--- src/srf_map.vh ---
`ifndef SRF_MAP_VH
`define SRF_MAP_VH
// ****************************************
// register byte offsets
// ****************************************
`define SRF_OFS_PREAMBLE    8'h00
`define SRF_OFS_TX_AE_LVL   8'h04
`define SRF_OFS_RX_AF_LVL   8'h08
`define SRF_OFS_RX_HIGH_WM  8'h0c
`define SRF_OFS_RX_LOW_WM   8'h10
`define SRF_OFS_RX_ADDR     8'h14
`define SRF_OFS_TX_ADDR     8'h18
`define SRF_OFS_RESUME      8'h1c
`define SRF_OFS_PAUSE       8'h20
`define SRF_OFS_TERM        8'h24
`define SRF_OFS_TIMEOUT     8'h28
`define SRF_OFS_CONFIG      8'h2c
`define SRF_OFS_FIFO_STAT   8'h30
`define SRF_OFS_INT_STAT    8'h34
`define SRF_OFS_INT_EN      8'h38
`define SRF_OFS_RX_COUNT    8'h3c
`define SRF_OFS_TX_COUNT    8'h40
// ****************************************
// reset values
// ****************************************
`define SRF_RST_PREAMBLE    32'h0000_0000
`define SRF_RST_TX_AE_LVL   32'h0000_0064
`define SRF_RST_RX_AF_LVL   32'h001f_ff9b
`define SRF_RST_RX_HIGH_WM  32'h001f_ff9b
`define SRF_RST_RX_LOW_WM   32'h0000_0800
`define SRF_RST_ADDR        32'h0000_00a5
`define SRF_RST_RESUME      32'h0000_0011
`define SRF_RST_PAUSE       32'h0000_0013
`define SRF_RST_TERM        32'h0000_0003
`define SRF_RST_TIMEOUT     32'h0000_9c40
// ****************************************
// field positions
// ****************************************
`define SRF_FS_RX_AF        0
`define SRF_FS_TX_AE        1
`define SRF_FS_HIGH_WM      2
`define SRF_FS_LOW_WM       3
`define SRF_FS_RX_EMPTY     4
`define SRF_IS_RX_AF        1
`define SRF_IS_HIGH_WM      6
`define SRF_IS_LOW_WM       7
`define SRF_IS_TX_AE        8
`define SRF_IS_TIMEOUT      10
`define SRF_IS_SYNC         12
`define SRF_IS_TERM         3
`define SRF_CF_HW_FLOW      0
`define SRF_CF_SW_FLOW      1
`define SRF_CF_TERM_EN      2
`define SRF_CF_TMO_EN       3
`define SRF_CF_ADDR16       4
`define SRF_CF_RTS_GPIO     5
`define SRF_CF_MODE_LO      6
// protocol modes in config bits 7:6
`define SRF_MODE_ASYNC      2'h0
`define SRF_MODE_SYNC       2'h1
`define SRF_MODE_HDLC       2'h2
// ****************************************
// timing
// ****************************************
`define SRF_TICK_NS         25000
`define SRF_CLK_NS          40
`define SRF_TICK_CYC        (`SRF_TICK_NS / `SRF_CLK_NS)
`endif

--- src/srf_channel.v ---
`timescale 1ns/1ps
`include "srf_map.vh"
module srf_channel #(
    parameter CNT_W    = 22,
    parameter TICK_CYC = `SRF_TICK_CYC
) (
    input  wire        aclk,
    input  wire        aresetn,
    input  wire [7:0]  s_axi_awaddr,
    input  wire        s_axi_awvalid,
    output wire        s_axi_awready,
    input  wire [31:0] s_axi_wdata,
    input  wire [3:0]  s_axi_wstrb,
    input  wire        s_axi_wvalid,
    output wire        s_axi_wready,
    output wire [1:0]  s_axi_bresp,
    output wire        s_axi_bvalid,
    input  wire        s_axi_bready,
    input  wire [7:0]  s_axi_araddr,
    input  wire        s_axi_arvalid,
    output wire        s_axi_arready,
    output wire [31:0] s_axi_rdata,
    output wire [1:0]  s_axi_rresp,
    output wire        s_axi_rvalid,
    input  wire        s_axi_rready,
    input  wire        rx_byte_valid,
    input  wire [7:0]  rx_byte,
    input  wire        rx_frame_start,
    input  wire        rx_bit_valid,
    input  wire        rx_bit,
    input  wire        rx_line,
    input  wire        rx_pop,
    input  wire        tx_push,
    input  wire        tx_pop,
    output wire        rx_store,
    output wire [7:0]  rx_store_byte,
    input  wire        tx_ready,
    output wire        tx_valid,
    output wire [7:0]  tx_byte,
    output wire        preamble_start,
    input  wire        preamble_start_req,
    input  wire        header_start_req,
    output wire        rts_out,
    output wire        irq,
    output wire        synced
);
    // ****************************************
    // bus slave: one write and one read in flight
    // ****************************************
    reg        aw_ok_ff, w_ok_ff, bvalid_ff, rvalid_ff;
    reg [7:0]  awaddr_ff;
    reg [31:0] wdata_ff, rdata_ff;
    reg [3:0]  wstrb_ff;
    reg [1:0]  bresp_ff, rresp_ff;
    reg [31:0] preamble_ff, tx_ae_ff, rx_af_ff, hwm_ff, lwm_ff, rxa_ff, txa_ff;
    reg [31:0] resume_ff, pause_ff, term_ff, tmo_ff, cfg_ff, ien_ff, isr_ff;
    reg [CNT_W-1:0] rx_cnt_ff, tx_cnt_ff;
    wire        wr_go = aw_ok_ff && w_ok_ff && !bvalid_ff;
    wire [31:0] fifo_stat;
    wire [31:0] isr_set;

    assign s_axi_awready = !aw_ok_ff && !bvalid_ff;
    assign s_axi_wready  = !w_ok_ff && !bvalid_ff;
    assign s_axi_bvalid  = bvalid_ff;
    assign s_axi_bresp   = bresp_ff;
    assign s_axi_arready = !rvalid_ff;
    assign s_axi_rvalid  = rvalid_ff;
    assign s_axi_rdata   = rdata_ff;
    assign s_axi_rresp   = rresp_ff;

    // byte-lane merge used by every writable register except interrupt status
    function [31:0] merge;
        input [31:0] old;
        input [31:0] nw;
        input [3:0]  st;
        integer i;
        begin
            merge = old;
            for (i = 0; i < 4; i = i + 1)
                if (st[i])
                    merge[i*8 +: 8] = nw[i*8 +: 8];
        end
    endfunction

    // decode: writable offset?
    function wr_map;
        input [7:0] a;
        begin
            wr_map = (a <= `SRF_OFS_INT_EN) && (a != `SRF_OFS_FIFO_STAT) && (a[1:0] == 2'h0);
        end
    endfunction

    // address and data captured in either order, response after both
    always @(posedge aclk) begin
        if (!aresetn) begin
            aw_ok_ff  <= 1'b0;
            w_ok_ff   <= 1'b0;
            bvalid_ff <= 1'b0;
            bresp_ff  <= 2'h0;
            awaddr_ff <= 8'h00;
            wdata_ff  <= 32'h0000_0000;
            wstrb_ff  <= 4'h0;
        end else begin
            if (s_axi_awvalid && s_axi_awready) begin
                aw_ok_ff  <= 1'b1;
                awaddr_ff <= s_axi_awaddr;
            end
            if (s_axi_wvalid && s_axi_wready) begin
                w_ok_ff  <= 1'b1;
                wdata_ff <= s_axi_wdata;
                wstrb_ff <= s_axi_wstrb;
            end
            if (wr_go) begin
                aw_ok_ff  <= 1'b0;
                w_ok_ff   <= 1'b0;
                bvalid_ff <= 1'b1;
                bresp_ff  <= wr_map(awaddr_ff) ? 2'h0 : 2'h2; // slverr for unmapped
            end else if (bvalid_ff && s_axi_bready) begin
                bvalid_ff <= 1'b0;
            end
        end
    end

    // register writes
    always @(posedge aclk) begin
        if (!aresetn) begin
            preamble_ff <= `SRF_RST_PREAMBLE;
            tx_ae_ff    <= `SRF_RST_TX_AE_LVL;
            rx_af_ff    <= `SRF_RST_RX_AF_LVL;
            hwm_ff      <= `SRF_RST_RX_HIGH_WM;
            lwm_ff      <= `SRF_RST_RX_LOW_WM;
            rxa_ff      <= `SRF_RST_ADDR;
            txa_ff      <= `SRF_RST_ADDR;
            resume_ff   <= `SRF_RST_RESUME;
            pause_ff    <= `SRF_RST_PAUSE;
            term_ff     <= `SRF_RST_TERM;
            tmo_ff      <= `SRF_RST_TIMEOUT;
            cfg_ff      <= 32'h0000_0000;
            ien_ff      <= 32'h0000_0000;
        end else if (wr_go) begin
            case (awaddr_ff)
                `SRF_OFS_PREAMBLE:   preamble_ff <= merge(preamble_ff, wdata_ff, wstrb_ff);
                `SRF_OFS_TX_AE_LVL:  tx_ae_ff    <= merge(tx_ae_ff, wdata_ff, wstrb_ff);
                `SRF_OFS_RX_AF_LVL:  rx_af_ff    <= merge(rx_af_ff, wdata_ff, wstrb_ff);
                `SRF_OFS_RX_HIGH_WM: hwm_ff      <= merge(hwm_ff, wdata_ff, wstrb_ff);
                `SRF_OFS_RX_LOW_WM:  lwm_ff      <= merge(lwm_ff, wdata_ff, wstrb_ff);
                `SRF_OFS_RX_ADDR:    rxa_ff      <= merge(rxa_ff, wdata_ff, wstrb_ff) & 32'h0000_ffff;
                `SRF_OFS_TX_ADDR:    txa_ff      <= merge(txa_ff, wdata_ff, wstrb_ff) & 32'h0000_ffff;
                `SRF_OFS_RESUME:     resume_ff   <= merge(resume_ff, wdata_ff, wstrb_ff) & 32'h0000_00ff;
                `SRF_OFS_PAUSE:      pause_ff    <= merge(pause_ff, wdata_ff, wstrb_ff) & 32'h0000_00ff;
                `SRF_OFS_TERM:       term_ff     <= merge(term_ff, wdata_ff, wstrb_ff) & 32'h0000_00ff;
                `SRF_OFS_TIMEOUT:    tmo_ff      <= merge(tmo_ff, wdata_ff, wstrb_ff) & 32'h0000_ffff;
                `SRF_OFS_CONFIG:     cfg_ff      <= merge(cfg_ff, wdata_ff, wstrb_ff) & 32'h0000_00ff;
                `SRF_OFS_INT_EN:     ien_ff      <= merge(ien_ff, wdata_ff, wstrb_ff);
                default: ;
            endcase
        end
    end

    // read mux; one cycle from ar handshake to rvalid
    always @(posedge aclk) begin
        if (!aresetn) begin
            rvalid_ff <= 1'b0;
            rdata_ff  <= 32'h0000_0000;
            rresp_ff  <= 2'h0;
        end else if (s_axi_arvalid && !rvalid_ff) begin
            rvalid_ff <= 1'b1;
            rresp_ff  <= 2'h0;
            case (s_axi_araddr)
                `SRF_OFS_PREAMBLE:   rdata_ff <= preamble_ff;
                `SRF_OFS_TX_AE_LVL:  rdata_ff <= tx_ae_ff;
                `SRF_OFS_RX_AF_LVL:  rdata_ff <= rx_af_ff;
                `SRF_OFS_RX_HIGH_WM: rdata_ff <= hwm_ff;
                `SRF_OFS_RX_LOW_WM:  rdata_ff <= lwm_ff;
                `SRF_OFS_RX_ADDR:    rdata_ff <= rxa_ff;
                `SRF_OFS_TX_ADDR:    rdata_ff <= txa_ff;
                `SRF_OFS_RESUME:     rdata_ff <= resume_ff;
                `SRF_OFS_PAUSE:      rdata_ff <= pause_ff;
                `SRF_OFS_TERM:       rdata_ff <= term_ff;
                `SRF_OFS_TIMEOUT:    rdata_ff <= tmo_ff;
                `SRF_OFS_CONFIG:     rdata_ff <= cfg_ff;
                `SRF_OFS_FIFO_STAT:  rdata_ff <= fifo_stat;
                `SRF_OFS_INT_STAT:   rdata_ff <= isr_ff;
                `SRF_OFS_INT_EN:     rdata_ff <= ien_ff;
                `SRF_OFS_RX_COUNT:   rdata_ff <= {{(32-CNT_W){1'b0}}, rx_cnt_ff};
                `SRF_OFS_TX_COUNT:   rdata_ff <= {{(32-CNT_W){1'b0}}, tx_cnt_ff};
                default: begin
                    rdata_ff <= 32'h0000_0000;
                    rresp_ff <= 2'h2;
                end
            endcase
        end else if (rvalid_ff && s_axi_rready) begin
            rvalid_ff <= 1'b0;
        end
    end

    // ****************************************
    // occupancy counters and threshold compare
    // ****************************************
    wire [1:0] mode     = cfg_ff[`SRF_CF_MODE_LO +: 2];
    reg        hunt_ok_ff;
    reg        addr_ok_ff;
    wire       rx_keep  = (mode == `SRF_MODE_HDLC) ? addr_ok_ff :
                          (mode == `SRF_MODE_SYNC) ? hunt_ok_ff : 1'b1;
    wire       rx_in    = rx_byte_valid && rx_keep;
    assign rx_store      = rx_in;
    assign rx_store_byte = rx_byte;

    always @(posedge aclk) begin
        if (!aresetn) begin
            rx_cnt_ff <= {CNT_W{1'b0}};
            tx_cnt_ff <= {CNT_W{1'b0}};
        end else begin
            if (rx_in && !(rx_pop && rx_cnt_ff != 0))
                rx_cnt_ff <= rx_cnt_ff + 1'b1;
            else if (!rx_in && rx_pop && rx_cnt_ff != 0)
                rx_cnt_ff <= rx_cnt_ff - 1'b1;
            if (tx_push && !(tx_pop && tx_cnt_ff != 0))
                tx_cnt_ff <= tx_cnt_ff + 1'b1;
            else if (!tx_push && tx_pop && tx_cnt_ff != 0)
                tx_cnt_ff <= tx_cnt_ff - 1'b1;
        end
    end

    // thresholds assume software keeps low above zero and below high
    wire [31:0] rx_c32  = {{(32-CNT_W){1'b0}}, rx_cnt_ff};
    wire [31:0] tx_c32  = {{(32-CNT_W){1'b0}}, tx_cnt_ff};
    wire tx_ae  = tx_c32 <= tx_ae_ff;
    wire rx_af  = rx_c32 >= rx_af_ff;
    wire at_hwm = rx_c32 == hwm_ff;
    wire at_lwm = rx_c32 == lwm_ff;
    wire blw_lwm = rx_c32 < lwm_ff;
    assign fifo_stat = {26'h0, 1'b0, (rx_cnt_ff == 0), blw_lwm, at_hwm, tx_ae, rx_af};

    // ****************************************
    // flow control: none -> pause -> resume -> pause
    // ****************************************
    localparam FL_NONE  = 2'h0;
    localparam FL_PAUSE = 2'h1;
    localparam FL_RES   = 2'h2;
    reg [1:0] flow_ff;
    reg       pend_pause_ff, pend_res_ff, rts_ff;
    reg [7:0] pre_left_ff;
    reg [1:0] hdr_left_ff;
    wire sending_pre = pre_left_ff != 8'h00;
    wire sending_hdr = !sending_pre && hdr_left_ff != 2'h0;
    wire sw_flow = cfg_ff[`SRF_CF_SW_FLOW] && mode == `SRF_MODE_ASYNC;
    wire hw_flow = cfg_ff[`SRF_CF_HW_FLOW];

    always @(posedge aclk) begin
        if (!aresetn) begin
            flow_ff       <= FL_NONE;
            pend_pause_ff <= 1'b0;
            pend_res_ff   <= 1'b0;
            rts_ff        <= 1'b1;
        end else begin
            // clear first so a new request in the same cycle wins
            if (tx_ready && tx_valid && !sending_pre && !sending_hdr) begin
                pend_pause_ff <= 1'b0;
                pend_res_ff   <= 1'b0;
            end
            if (at_hwm) begin
                rts_ff <= 1'b0;
                if (sw_flow && flow_ff != FL_PAUSE) begin
                    flow_ff       <= FL_PAUSE;
                    pend_pause_ff <= 1'b1;
                    pend_res_ff   <= 1'b0;
                end
            end else if (blw_lwm || at_lwm) begin
                if (blw_lwm)
                    rts_ff <= 1'b1;
                if (sw_flow && at_lwm && flow_ff == FL_PAUSE) begin
                    flow_ff       <= FL_RES;
                    pend_res_ff   <= 1'b1;
                    pend_pause_ff <= 1'b0;
                end
            end
        end
    end
    assign rts_out = hw_flow ? rts_ff : cfg_ff[`SRF_CF_RTS_GPIO];

    // ****************************************
    // transmit insertion: preamble, header, flow chars
    // ****************************************
    always @(posedge aclk) begin
        if (!aresetn) begin
            pre_left_ff <= 8'h00;
            hdr_left_ff <= 2'h0;
        end else begin
            if (preamble_start_req && !sending_pre && mode != `SRF_MODE_ASYNC)
                pre_left_ff <= {4'h0, preamble_ff[15:12]};
            else if (sending_pre && tx_ready)
                pre_left_ff <= pre_left_ff - 8'h01;
            if (header_start_req && hdr_left_ff == 2'h0)
                hdr_left_ff <= cfg_ff[`SRF_CF_ADDR16] ? 2'h2 : 2'h1;
            else if (sending_hdr && tx_ready)
                hdr_left_ff <= hdr_left_ff - 2'h1;
        end
    end
    assign preamble_start = sending_pre;
    assign tx_valid = sending_pre || sending_hdr || pend_pause_ff || pend_res_ff;
    assign tx_byte  = sending_pre ? preamble_ff[7:0] :
                      sending_hdr ? (hdr_left_ff == 2'h2 ? txa_ff[15:8] : txa_ff[7:0]) :
                      pend_pause_ff ? pause_ff[7:0] : resume_ff[7:0];

    // ****************************************
    // receive side: address match, sync hunt, termination
    // ****************************************
    reg [15:0] shift_ff;
    reg [1:0]  abyte_ff;
    wire [15:0] sync_pat = cfg_ff[`SRF_CF_ADDR16] ? rxa_ff[15:0] : {8'h00, rxa_ff[7:0]};
    wire        hunt_hit = cfg_ff[`SRF_CF_ADDR16] ? ({shift_ff[14:0], rx_bit} == sync_pat)
                                                  : ({shift_ff[6:0], rx_bit} == sync_pat[7:0]);
    always @(posedge aclk) begin
        if (!aresetn) begin
            shift_ff   <= 16'h0000;
            hunt_ok_ff <= 1'b0;
            addr_ok_ff <= 1'b0;
            abyte_ff   <= 2'h0;
        end else begin
            if (mode != `SRF_MODE_SYNC)
                hunt_ok_ff <= 1'b0;
            else if (rx_bit_valid && !hunt_ok_ff) begin
                shift_ff <= {shift_ff[14:0], rx_bit};
                if (hunt_hit)
                    hunt_ok_ff <= 1'b1;
            end
            if (rx_frame_start) begin
                addr_ok_ff <= 1'b0;
                abyte_ff   <= cfg_ff[`SRF_CF_ADDR16] ? 2'h2 : 2'h1;
            end else if (rx_byte_valid && abyte_ff != 2'h0) begin
                abyte_ff <= abyte_ff - 2'h1;
                if (abyte_ff == 2'h2)
                    addr_ok_ff <= rx_byte == rxa_ff[15:8];
                else if (abyte_ff == 2'h1)
                    addr_ok_ff <= (cfg_ff[`SRF_CF_ADDR16] ? addr_ok_ff : 1'b1) && rx_byte == rxa_ff[7:0];
            end
        end
    end
    assign synced = hunt_ok_ff;

    // ****************************************
    // idle timeout, 25 us tick enable
    // ****************************************
    reg rxl_s1_ff, rxl_s2_ff, rxl_s3_ff;
    reg [15:0] tick_ff, idle_ff;
    wire tick = tick_ff == TICK_CYC - 1;
    wire activity = rxl_s2_ff != rxl_s3_ff;
    always @(posedge aclk) begin
        if (!aresetn) begin
            rxl_s1_ff <= 1'b1;
            rxl_s2_ff <= 1'b1;
            rxl_s3_ff <= 1'b1;
            tick_ff   <= 16'h0000;
            idle_ff   <= 16'h0000;
        end else begin
            rxl_s1_ff <= rx_line;
            rxl_s2_ff <= rxl_s1_ff;
            rxl_s3_ff <= rxl_s2_ff;
            tick_ff   <= tick ? 16'h0000 : tick_ff + 16'h0001;
            if (activity)
                idle_ff <= 16'h0000;
            else if (tick && idle_ff != 16'hffff)
                idle_ff <= idle_ff + 16'h0001;
        end
    end
    wire tmo_hit = mode == `SRF_MODE_ASYNC && cfg_ff[`SRF_CF_TMO_EN] && tick && !activity
                   && (idle_ff + 16'h0001) == tmo_ff[15:0];

    // ****************************************
    // interrupt status: set wins over write-one clear
    // ****************************************
    wire term_hit = cfg_ff[`SRF_CF_TERM_EN] && rx_byte_valid && rx_byte == term_ff[7:0]
                    && (mode == `SRF_MODE_ASYNC || mode == `SRF_MODE_SYNC);
    reg tx_ae_d_ff, rx_af_d_ff, hwm_d_ff, lwm_d_ff;
    assign isr_set = ({31'h0, tx_ae && !tx_ae_d_ff} << `SRF_IS_TX_AE)
                   | ({31'h0, rx_af && !rx_af_d_ff} << `SRF_IS_RX_AF)
                   | ({31'h0, at_hwm && !hwm_d_ff} << `SRF_IS_HIGH_WM)
                   | ({31'h0, blw_lwm && !lwm_d_ff} << `SRF_IS_LOW_WM)
                   | ({31'h0, tmo_hit} << `SRF_IS_TIMEOUT)
                   | ({31'h0, term_hit} << `SRF_IS_TERM)
                   | ({31'h0, mode == `SRF_MODE_SYNC && rx_bit_valid && !hunt_ok_ff && hunt_hit} << `SRF_IS_SYNC);
    always @(posedge aclk) begin
        if (!aresetn) begin
            isr_ff     <= 32'h0000_0000;
            tx_ae_d_ff <= 1'b0;
            rx_af_d_ff <= 1'b0;
            hwm_d_ff   <= 1'b0;
            lwm_d_ff   <= 1'b0;
        end else begin
            tx_ae_d_ff <= tx_ae;
            rx_af_d_ff <= rx_af;
            hwm_d_ff   <= at_hwm;
            lwm_d_ff   <= blw_lwm;
            isr_ff <= (isr_ff & ~((wr_go && awaddr_ff == `SRF_OFS_INT_STAT) ? wdata_ff : 32'h0)) | isr_set;
        end
    end
    assign irq = |(isr_ff & ien_ff);

endmodule // srf_channel

--- config.mk ---
export PLATFORM = sky130hd
export DESIGN_NAME = srf_channel
export DESIGN_NICKNAME = d
export VERILOG_FILES = /design/src/srf_channel.v
export VERILOG_INCLUDE_DIRS = /design/src
export SDC_FILE = /design/constraint.sdc
export NUM_CORES = 1
export LEC_CHECK = 0
export ABC_AREA = 1
export BUFFER_PORTS_ARGS = -buffer_cell sky130_fd_sc_hd__buf_2
export CAP_MARGIN = 20
export CORE_ASPECT_RATIO = 0.8
export CORE_MARGIN = 3
export CORE_UTILIZATION = 64
export CTS_CLUSTER_DIAMETER = 120
export DETAILED_ROUTE_END_ITERATION = 6
export PLACE_DENSITY_LB_ADDON = 0.2
export SYNTH_ARGS = -nofsm -noshare
export SYNTH_HDL_FRONTEND = slang
export SYNTH_SLANG_ARGS = --single-unit
--- constraint.sdc ---
create_clock -name aclk -period 5.05 [get_ports aclk]
set_input_delay 0.7575 -clock aclk [delete_from_list [all_inputs] [get_ports aclk]]
set_output_delay 0.7575 -clock aclk [all_outputs]
set_load 0.05 [all_outputs]
==> results of run 1 <==
-- final timing paths --
check                                    from  slack [ns]                         end  depth (start not counted)
setup / recovery  pre_left_ff[0]$_SDFFE_PN0P_        0.84                  tx_byte[4]                          9
hold / removal                        rx_line        0.35        rxl_s1_ff$_SDFF_PN1_                          2
setup reg to reg   rx_cnt_ff[21]$_SDFFE_PN0P_        0.86  rx_cnt_ff[16]$_SDFFE_PN0P_                         15
hold reg to reg         tx_ae_d_ff$_SDFF_PN0_        0.42        isr_ff[8]$_SDFF_PN0_                          1
-- state kept, by name, indices dropped and copies added (netlist names), 32 cells and up --
| signal | cells |
|---|---|
| rx_af_ff | 32 |
| s_axi_rdata | 32 |
| isr_ff | 32 |
| hwm_ff | 32 |
| lwm_ff | 32 |
| tx_ae_ff | 32 |
| ien_ff | 32 |
| preamble_ff | 32 |
| wdata_ff | 32 |
-- metal layers --
layer / routed length [um] / up-vias
met5: 27 / -
met4: 4370 / 4
met3: 14700 / 337
met2: 38500 / 2106
met1: 38200 / 12800
li1: - / 12700
-- through the flow --
stage / cell area [um2] / power [W]
global placement: 27100 / 0.00671
detailed placement: 27100 / 0.00677
CTS: 28900 / 0.0108
global route: 29000 / 0.0113
finish: 29000 / 0.0109
floorplan: 26300 / 0.00604
-- kinds of logic (layout without fill, tap and decap cells) --
kind of cell,after synthesis,in the layout,synth area share
buffers and inverters,612,709,0.0921
adders and majority gates,116,116,0.0558
xor gates and xnor gates,77,77,0.0267
DFF,503,503,0.383
and+or+nand+nor,1280,1280,0.205
AOI/OAI and AO/OA,1129,1129,0.236
other,1,4,0.000143
muxes,3,3,0.00119
-- power breakdown --
part / switching, W / internal (W) / total (W)
Clock: 0.00172 / 0.00240 / 0.00412
Combinational: 0.00178 / 0.000712 / 0.00249
Sequential: 0.000192 / 0.00412 / 0.00432
-- cells in the final DEF (no fill, tap or decap), drive strengths merged, types with 7 or more instances in the layout --
cell type,netlist,final
nand3,113,113
nand2,637,637
a221oi,14,14
a211oi,28,28
o21bai,7,7
buf,68,164
clkbuf,92,62
ha,114,114
nor2,371,371
a31oi,9,9
a21oi,427,427
inv,447,449
o211ai,72,72
bufinv,0,8
nor3b,9,9
clkinv,5,19
nor4,22,22
clkinvlp,0,7
o221ai,8,8
nor3,52,52
o22ai,78,78
nand4,51,51
xor2,46,46
dfxtp,503,503
or2,11,11
nand3b,10,10
xnor2,29,29
o21ai,458,458
-- layout make-up --
| cell class | instances | area, um2 | share of cell area |
|---|---|---|---|
| timing repair buffer | 165 | 938 | 0.0324 |
| clock buffer | 61 | 1410 | 0.0484 |
| inverter | 452 | 1700 | 0.0585 |
| antenna | 2 | 5.00 | 0.000173 |
| sequential | 503 | 10100 | 0.347 |
| tap | 536 | 671 | 0.0231 |
| multi-input combinational | 2607 | 13800 | 0.476 |
| clock inverter | 31 | 412 | 0.0142 |
-- worst max-delay path: stages (launching register included) --
cell      delay (ns)
dfxtp_1         0.31
inv_1           0.11
ha_1            0.24
nand3_1         0.14
nor3_2          0.79
nand2_1         0.41
inv_1           0.24
nand2_1         0.11
o211ai_1        0.15
buf_2           0.32
==> reports/metrics.sh, run 1 <==
OUTCOME='finished clean'
GRT_PASS1_WL_UM=145000
SYNTH_FF_TYPE='dfxtp_1'
CTSHTREEMAXLEVEL=2
LAYOUT_WORST_PATH_CYCLE_SHARE=0.833
CTS.SINKS=503
ROUTED_WL_UM=95800
DETAILEDPLACEMENTHPWL_UM=70300
MAX_SLEW.WORST_PIN.SLEW_NS=1.18
PATH_CLK_SLEW_NS=0.07
DIE_HEIGHT_UM=187
GRT.MET1_USAGE=0.608
VIAS_IN_THE_FIRST_GLOBAL_ROUTE=25400
GR-MAX-USAGE-LAYER='met1'
GRT_ANTENNA_BEFORE_REPAIR=3
POST_CTS.RESIZED_INSTANCES=0
DIE_AREA_UM2=43600
PINS_OVER_SLEW_LIMIT=0
CAP_VIOLATIONS=0
CTS_TREE='yes'
POST-CTS-SETUP-BUFFER-COUNT=0
POSTSYNTHREGISTERBITS=503
FINALSETUPVIOLCOUNT=0
MAPPEDNETLISTAREA_UM2=26300
SYNTH_CELLS=3721
SYN2LAYOUT_AREA_GROWTH_PCT=10.3
PLACEABLECOREAREA_UM2=40000
SLEW_HEADROOM=0.214
YS.WARNINGS.COUNT=0
DRT_ITER0_DRC=4445
LAYOUT-DRIVE-GT1-SHARE=0.0772
PLACE.PORT_BUFFERS=138
FIN_HOLD_WS_NS=0.352
YOSYS.CELL_COUNT.TOP_TYPE='nand2_1'
TMIN_FINAL_NS=4.21
FINAL_CELL_COUNT_WITHOUT_FILLERS=4357
POST_DRT_WL_PER_CELL_UM=22.0
GR-USAGE-MET3=0.120
RSZ0062_AT_GRT='false'
CTS-HOLD-FIX-BUFFERS=0
LAYOUT.FILLER_CELLS=3226
AVGSYNTHCELLAREA_UM2=7.06
DESIGN.FINAL.NETS=3973
HOLD_VIOLATION_COUNT_IN_THE_FINAL_REPORT=0
CELL_TYPE_CONTRIBUTING_THE_MOST_TOTAL_CELL_AREA_AFTER_SYNTHESIS='dfxtp_1'
INSERTION_DELAY_NS=0.62
INITIAL_CORE_UTIL=0.657
YS_TOP_CELLS_BY_AREA='dfxtp_1 (38%), nand2_1 (9.1%), o21ai_0 (8.7%), a21oi_1 (8.1%), inv_1 (6.3%)'
FIRST_PASS_ITERS=6
POWER.STATIC_LEAKAGE_nW=12.3
CRIT_ARRIVAL_NS=3.45
SETUP_TNS_NS=0
CTS_ROOT_BUFFER='clkbuf_16'
POST_SYNTH_ARST_SHARE=0
CRITICAL_PATH_REQUIRED_NS=4.29
DIE_WIDTH_UM=233
FMAX_MHz=238
SYNTH-EDFF-COUNT=0
STD_CELL_ROWS=65
CRITICAL_PATH.STARTPOINT_TYPE='register'
CELL_AREA_POWER_DENSITY_nW_PER_UM2=377
DRC=0
ROUTE.DETAILED.VIAS_PER_INST=6.41
FINAL_WEIGHTED_CONGESTION_OF_ROUTABILITY_DRIVEN_GLOBAL_PLACEMENT=1.09
CTS_BUFFERS=50
TIMING.CRITICAL_PATH.FANOUT_MAX=9
MAX-VDD-IR-DROP_mV=0.417
DP_CELLS=4257
WORST_SLACK_NS=0.842
DP_SLACK_NS=1.04
NUMBER_OF_TOP_LEVEL_PINS=141
FINAL_CORE_UTILIZATION=0.725
ANT_NETS=0
ROUTE.VIAS.TOTAL=27900
SYNTH_TOP_AREA_SHARE=0.383
NETLIST_CELL_TYPES=54
MAX-CLOCK-PATH-BUFFERS=3
SYNTH.TOP_CELLS.BY_COUNT='nand2_1 (635), dfxtp_1 (503), o21ai_0 (457), inv_1 (444), a21oi_1 (427)'
WORST_CLOCK_SKEW_NS=0.0335
GRT_UTIL_MET2=0.606
GRTUSAGETOTAL=0.426
CRITPATHKIND='register to primary output'
SHARE_OF_THE_YOSYS_CHIP_AREA_BELONGING_TO_REGISTERS=0.383
WORST_HOLD_PATH_TYPE='input port to register'
GRT.OVERFLOW.TOTAL=0
GRT_MAX_DEGREE=210
TIMING.CRITICAL_PATH.TO_TYPE='primary output'
No activity file was read; power rests on OpenSTA's default activity.
==> run 2: changes to the inputs <==
- CORE_UTILIZATION: 64 -> 62
- clock period: 5.05 -> 4.4 ns (I/O delays scaled with it)
==> run 2 against run 1 <==
The run now ends with design-rule violations left. Critical endpoint is now rx_cnt_ff[15]$_SDFFE_PN0P_. Sequential share of layout area rose by 0.10 points. Critical path depth increased by 6. Largest power group unchanged. Die area grew 3.1%. Clock power up 7.8%. Highest routed layer unchanged.
==> reports/metrics.sh, run 2 (same netlist as run 1, synthesis figures left out) <==
FIRST_PASS_ITERS=7  # +1
FINISH.INSTANCE_AREA_UM2=28900  # -0.30%
FINALSETUPVIOLCOUNT=0  # unchanged
STD_CELL_ROWS=66  # +1.5%
WORST_CLOCK_SKEW_NS=0.0252  # -0.00828 ns
WORST_HOLD_PATH_TYPE='input port to register'
TMIN_FINAL_NS=3.68
CRITPATHKIND='register to register'
DETAILEDPLACEMENTHPWL_UM=72200  # +2.8%
ANTENNADIODECOUNT=0  # -2
CRITICAL_PATH_REQUIRED_NS=4.87  # +0.58 ns
ROUTE.DETAILED.VIAS_PER_INST=6.41  # about the same
ANT_NETS=0  # unchanged
SETUP_TNS_NS=0  # unchanged
INITIAL_CORE_UTIL=0.638  # -0.0190
CRITICAL_PATH.STARTPOINT_TYPE='register'
POST_DRT_WL_PER_CELL_UM=22.7  # +3.0%
CTS_TREE='yes'
CTS_BUFFERS=50  # unchanged
DESIGN.FINAL.NETS=3986  # +0.33%
OUTCOME='complete, but fails checks'
GRT_PASS1_WL_UM=150000  # +2.9%
TIMING.CRITICAL_PATH.FANOUT_MAX=11  # +2
MOSTFREQUENTLAYOUTCELL='nand2_1'
CAP_VIOLATIONS=0  # unchanged
DRC=32  # +32
CTS.SINKS=503  # unchanged
NUMBER_OF_TOP_LEVEL_PINS=141  # unchanged
POST_CTS.RESIZED_INSTANCES=0  # unchanged
HOLD_VIOLATION_COUNT_IN_THE_FINAL_REPORT=0  # unchanged
CRIT_ARRIVAL_NS=4.16  # +0.71 ns
ROUTED_WL_UM=99100  # +3.4%
DP_SLACK_NS=0.869  # -0.171 ns
DP_CELLS=4279  # +0.52%
LAYOUT-DRIVE-GT1-SHARE=0.0780  # +0.000802
RSZ0062_AT_GRT='false'
MAX_SLEW.WORST_PIN.SLEW_NS=1.18  # +0.000427 ns
FINAL_CELL_COUNT_WITHOUT_FILLERS=4375  # +0.41%
GRT_MAX_DEGREE=181  # -14%
DRT_ITER0_DRC=4307  # -3.1%
POWER.STATIC_LEAKAGE_nW=12.3  # -0.14%
DIE_AREA_UM2=44900  # +3.1%
PINS_OVER_SLEW_LIMIT=0  # unchanged
TIMING.CRITICAL_PATH.TO_TYPE='register'
DIE_WIDTH_UM=236  # +1.6%
WORST_SLACK_NS=0.716  # -0.126 ns
SLEW_HEADROOM=0.209  # -0.00462
GRTUSAGETOTAL=0.425  # -0.00124
CTSHTREEMAXLEVEL=2  # unchanged
FINAL_CELL_MIX='nand2_1 (634), dfxtp_1 (503), o21ai_0 (457)'
LAYOUT_WORST_PATH_CYCLE_SHARE=0.837
CELL_AREA_REPORTED_AFTER_DETAILED_PLACEMENT_UM2=27200  # +0.42%
INSERTION_DELAY_NS=0.62  # about the same
DIE_HEIGHT_UM=190  # +1.6%
FMAX_MHz=271
FAILED_CHECKS='design-rule violations'
GRT.OVERFLOW.TOTAL=0  # unchanged
POST-CTS-SETUP-BUFFER-COUNT=0  # unchanged
CTS_ROOT_BUFFER='clkbuf_16'
CELL_AREA_POWER_DENSITY_nW_PER_UM2=426  # +13%
FINAL_WEIGHTED_CONGESTION_OF_ROUTABILITY_DRIVEN_GLOBAL_PLACEMENT=1.08  # -0.74%
FINAL_CORE_UTILIZATION=0.702  # -0.0231
PATH_CLK_SLEW_NS=0.07  # about the same
CTS-HOLD-FIX-BUFFERS=0  # unchanged
MAX-VDD-IR-DROP_mV=0.337  # -19%
GRT_ANTENNA_BEFORE_REPAIR=1  # -2
MAX-CLOCK-PATH-BUFFERS=3  # unchanged
PLACE.PORT_BUFFERS=138  # unchanged
VIAS_IN_THE_FIRST_GLOBAL_ROUTE=26200  # +3.3%
SYN2LAYOUT_AREA_GROWTH_PCT=10.0
ROUTE.VIAS.TOTAL=28000  # +0.36%
PLACEABLECOREAREA_UM2=41200  # +3.0%
run 2: changes by cell type in the layout (fill, tap and decap cells not counted), sizes merged:
cell / change
inv: -2
bufinv: -4
buf: +13
clkinvlp: -3
diode: -2
clkbuf: +8
run 2: metrics by stage:
stage	hold WS [ns]	total power (W)
after detailed placement	0.411	0.00786
final	0.247	0.0123
after floorplan	0.393	0.00694
after CTS	0.235	0.0122
after global placement	0.404	0.00780
after global routing	0.239	0.0127
run 2: report_power, final:
group / switching (W) / leakage (nW) / internal [W] / total (W)
combinational: 0.00208 / 7.44 / 0.000850 / 0.00293
clock: 0.00196 / 0.808 / 0.00248 / 0.00444
sequential: 0.000212 / 4.08 / 0.00473 / 0.00495
total: 0.00426 / 12.3 / 0.00807 / 0.0123
run 2: critical path, stage by stage (launching register included):
cell	delay, ns
dfxtp_1	0.46
nor2_1	0.20
nand4_1	0.10
nor3_1	0.29
nand2_1	0.12
nand2_1	0.08
nand2_1	0.26
ha_1	0.50
nand2_1	0.13
o21ai_0	0.29
nor2_1	0.13
o21ai_0	0.53
nand3_1	0.13
nand2_1	0.11
xnor2_1	0.11
a21oi_1	0.08
run 2: final timing paths:
path / from / to / slack (ns) / depth (start not counted)
worst min-delay path: rx_line / rxl_s1_ff$_SDFF_PN1_ / 0.25 / 2
worst max-delay path: rx_cnt_ff[9]$_SDFFE_PN0P_ / rx_cnt_ff[15]$_SDFFE_PN0P_ / 0.72 / 15
worst min register to register: rxl_s1_ff$_SDFF_PN1_ / rxl_s2_ff$_SDFF_PN1_ / 0.43 / 1
worst max register to register: rx_cnt_ff[9]$_SDFFE_PN0P_ / rx_cnt_ff[15]$_SDFFE_PN0P_ / 0.72 / 15
run 2: area by class of cell:
type | instances | area, um2
Tap cell | 544 | 681
Clock buffer | 69 | 1410
Fill cell | 3478 | 12300
Inverter | 452 | 1700
Sequential cell | 503 | 10100
Multi-Input combinational cell | 2607 | 13800
Timing Repair Buffer | 178 | 1020
Clock inverter | 22 | 235
run 2: routing by layer:
layer / share of wire / vias up / track usage
li1: - / 12700 / -
met1: 0.40 / 12900 / 0.578
met2: 0.40 / 1958 / 0.616
met3: 0.15 / 441 / 0.144
met4: 0.052 / 2 / 0.179
met5: 0.00010 / - / 0
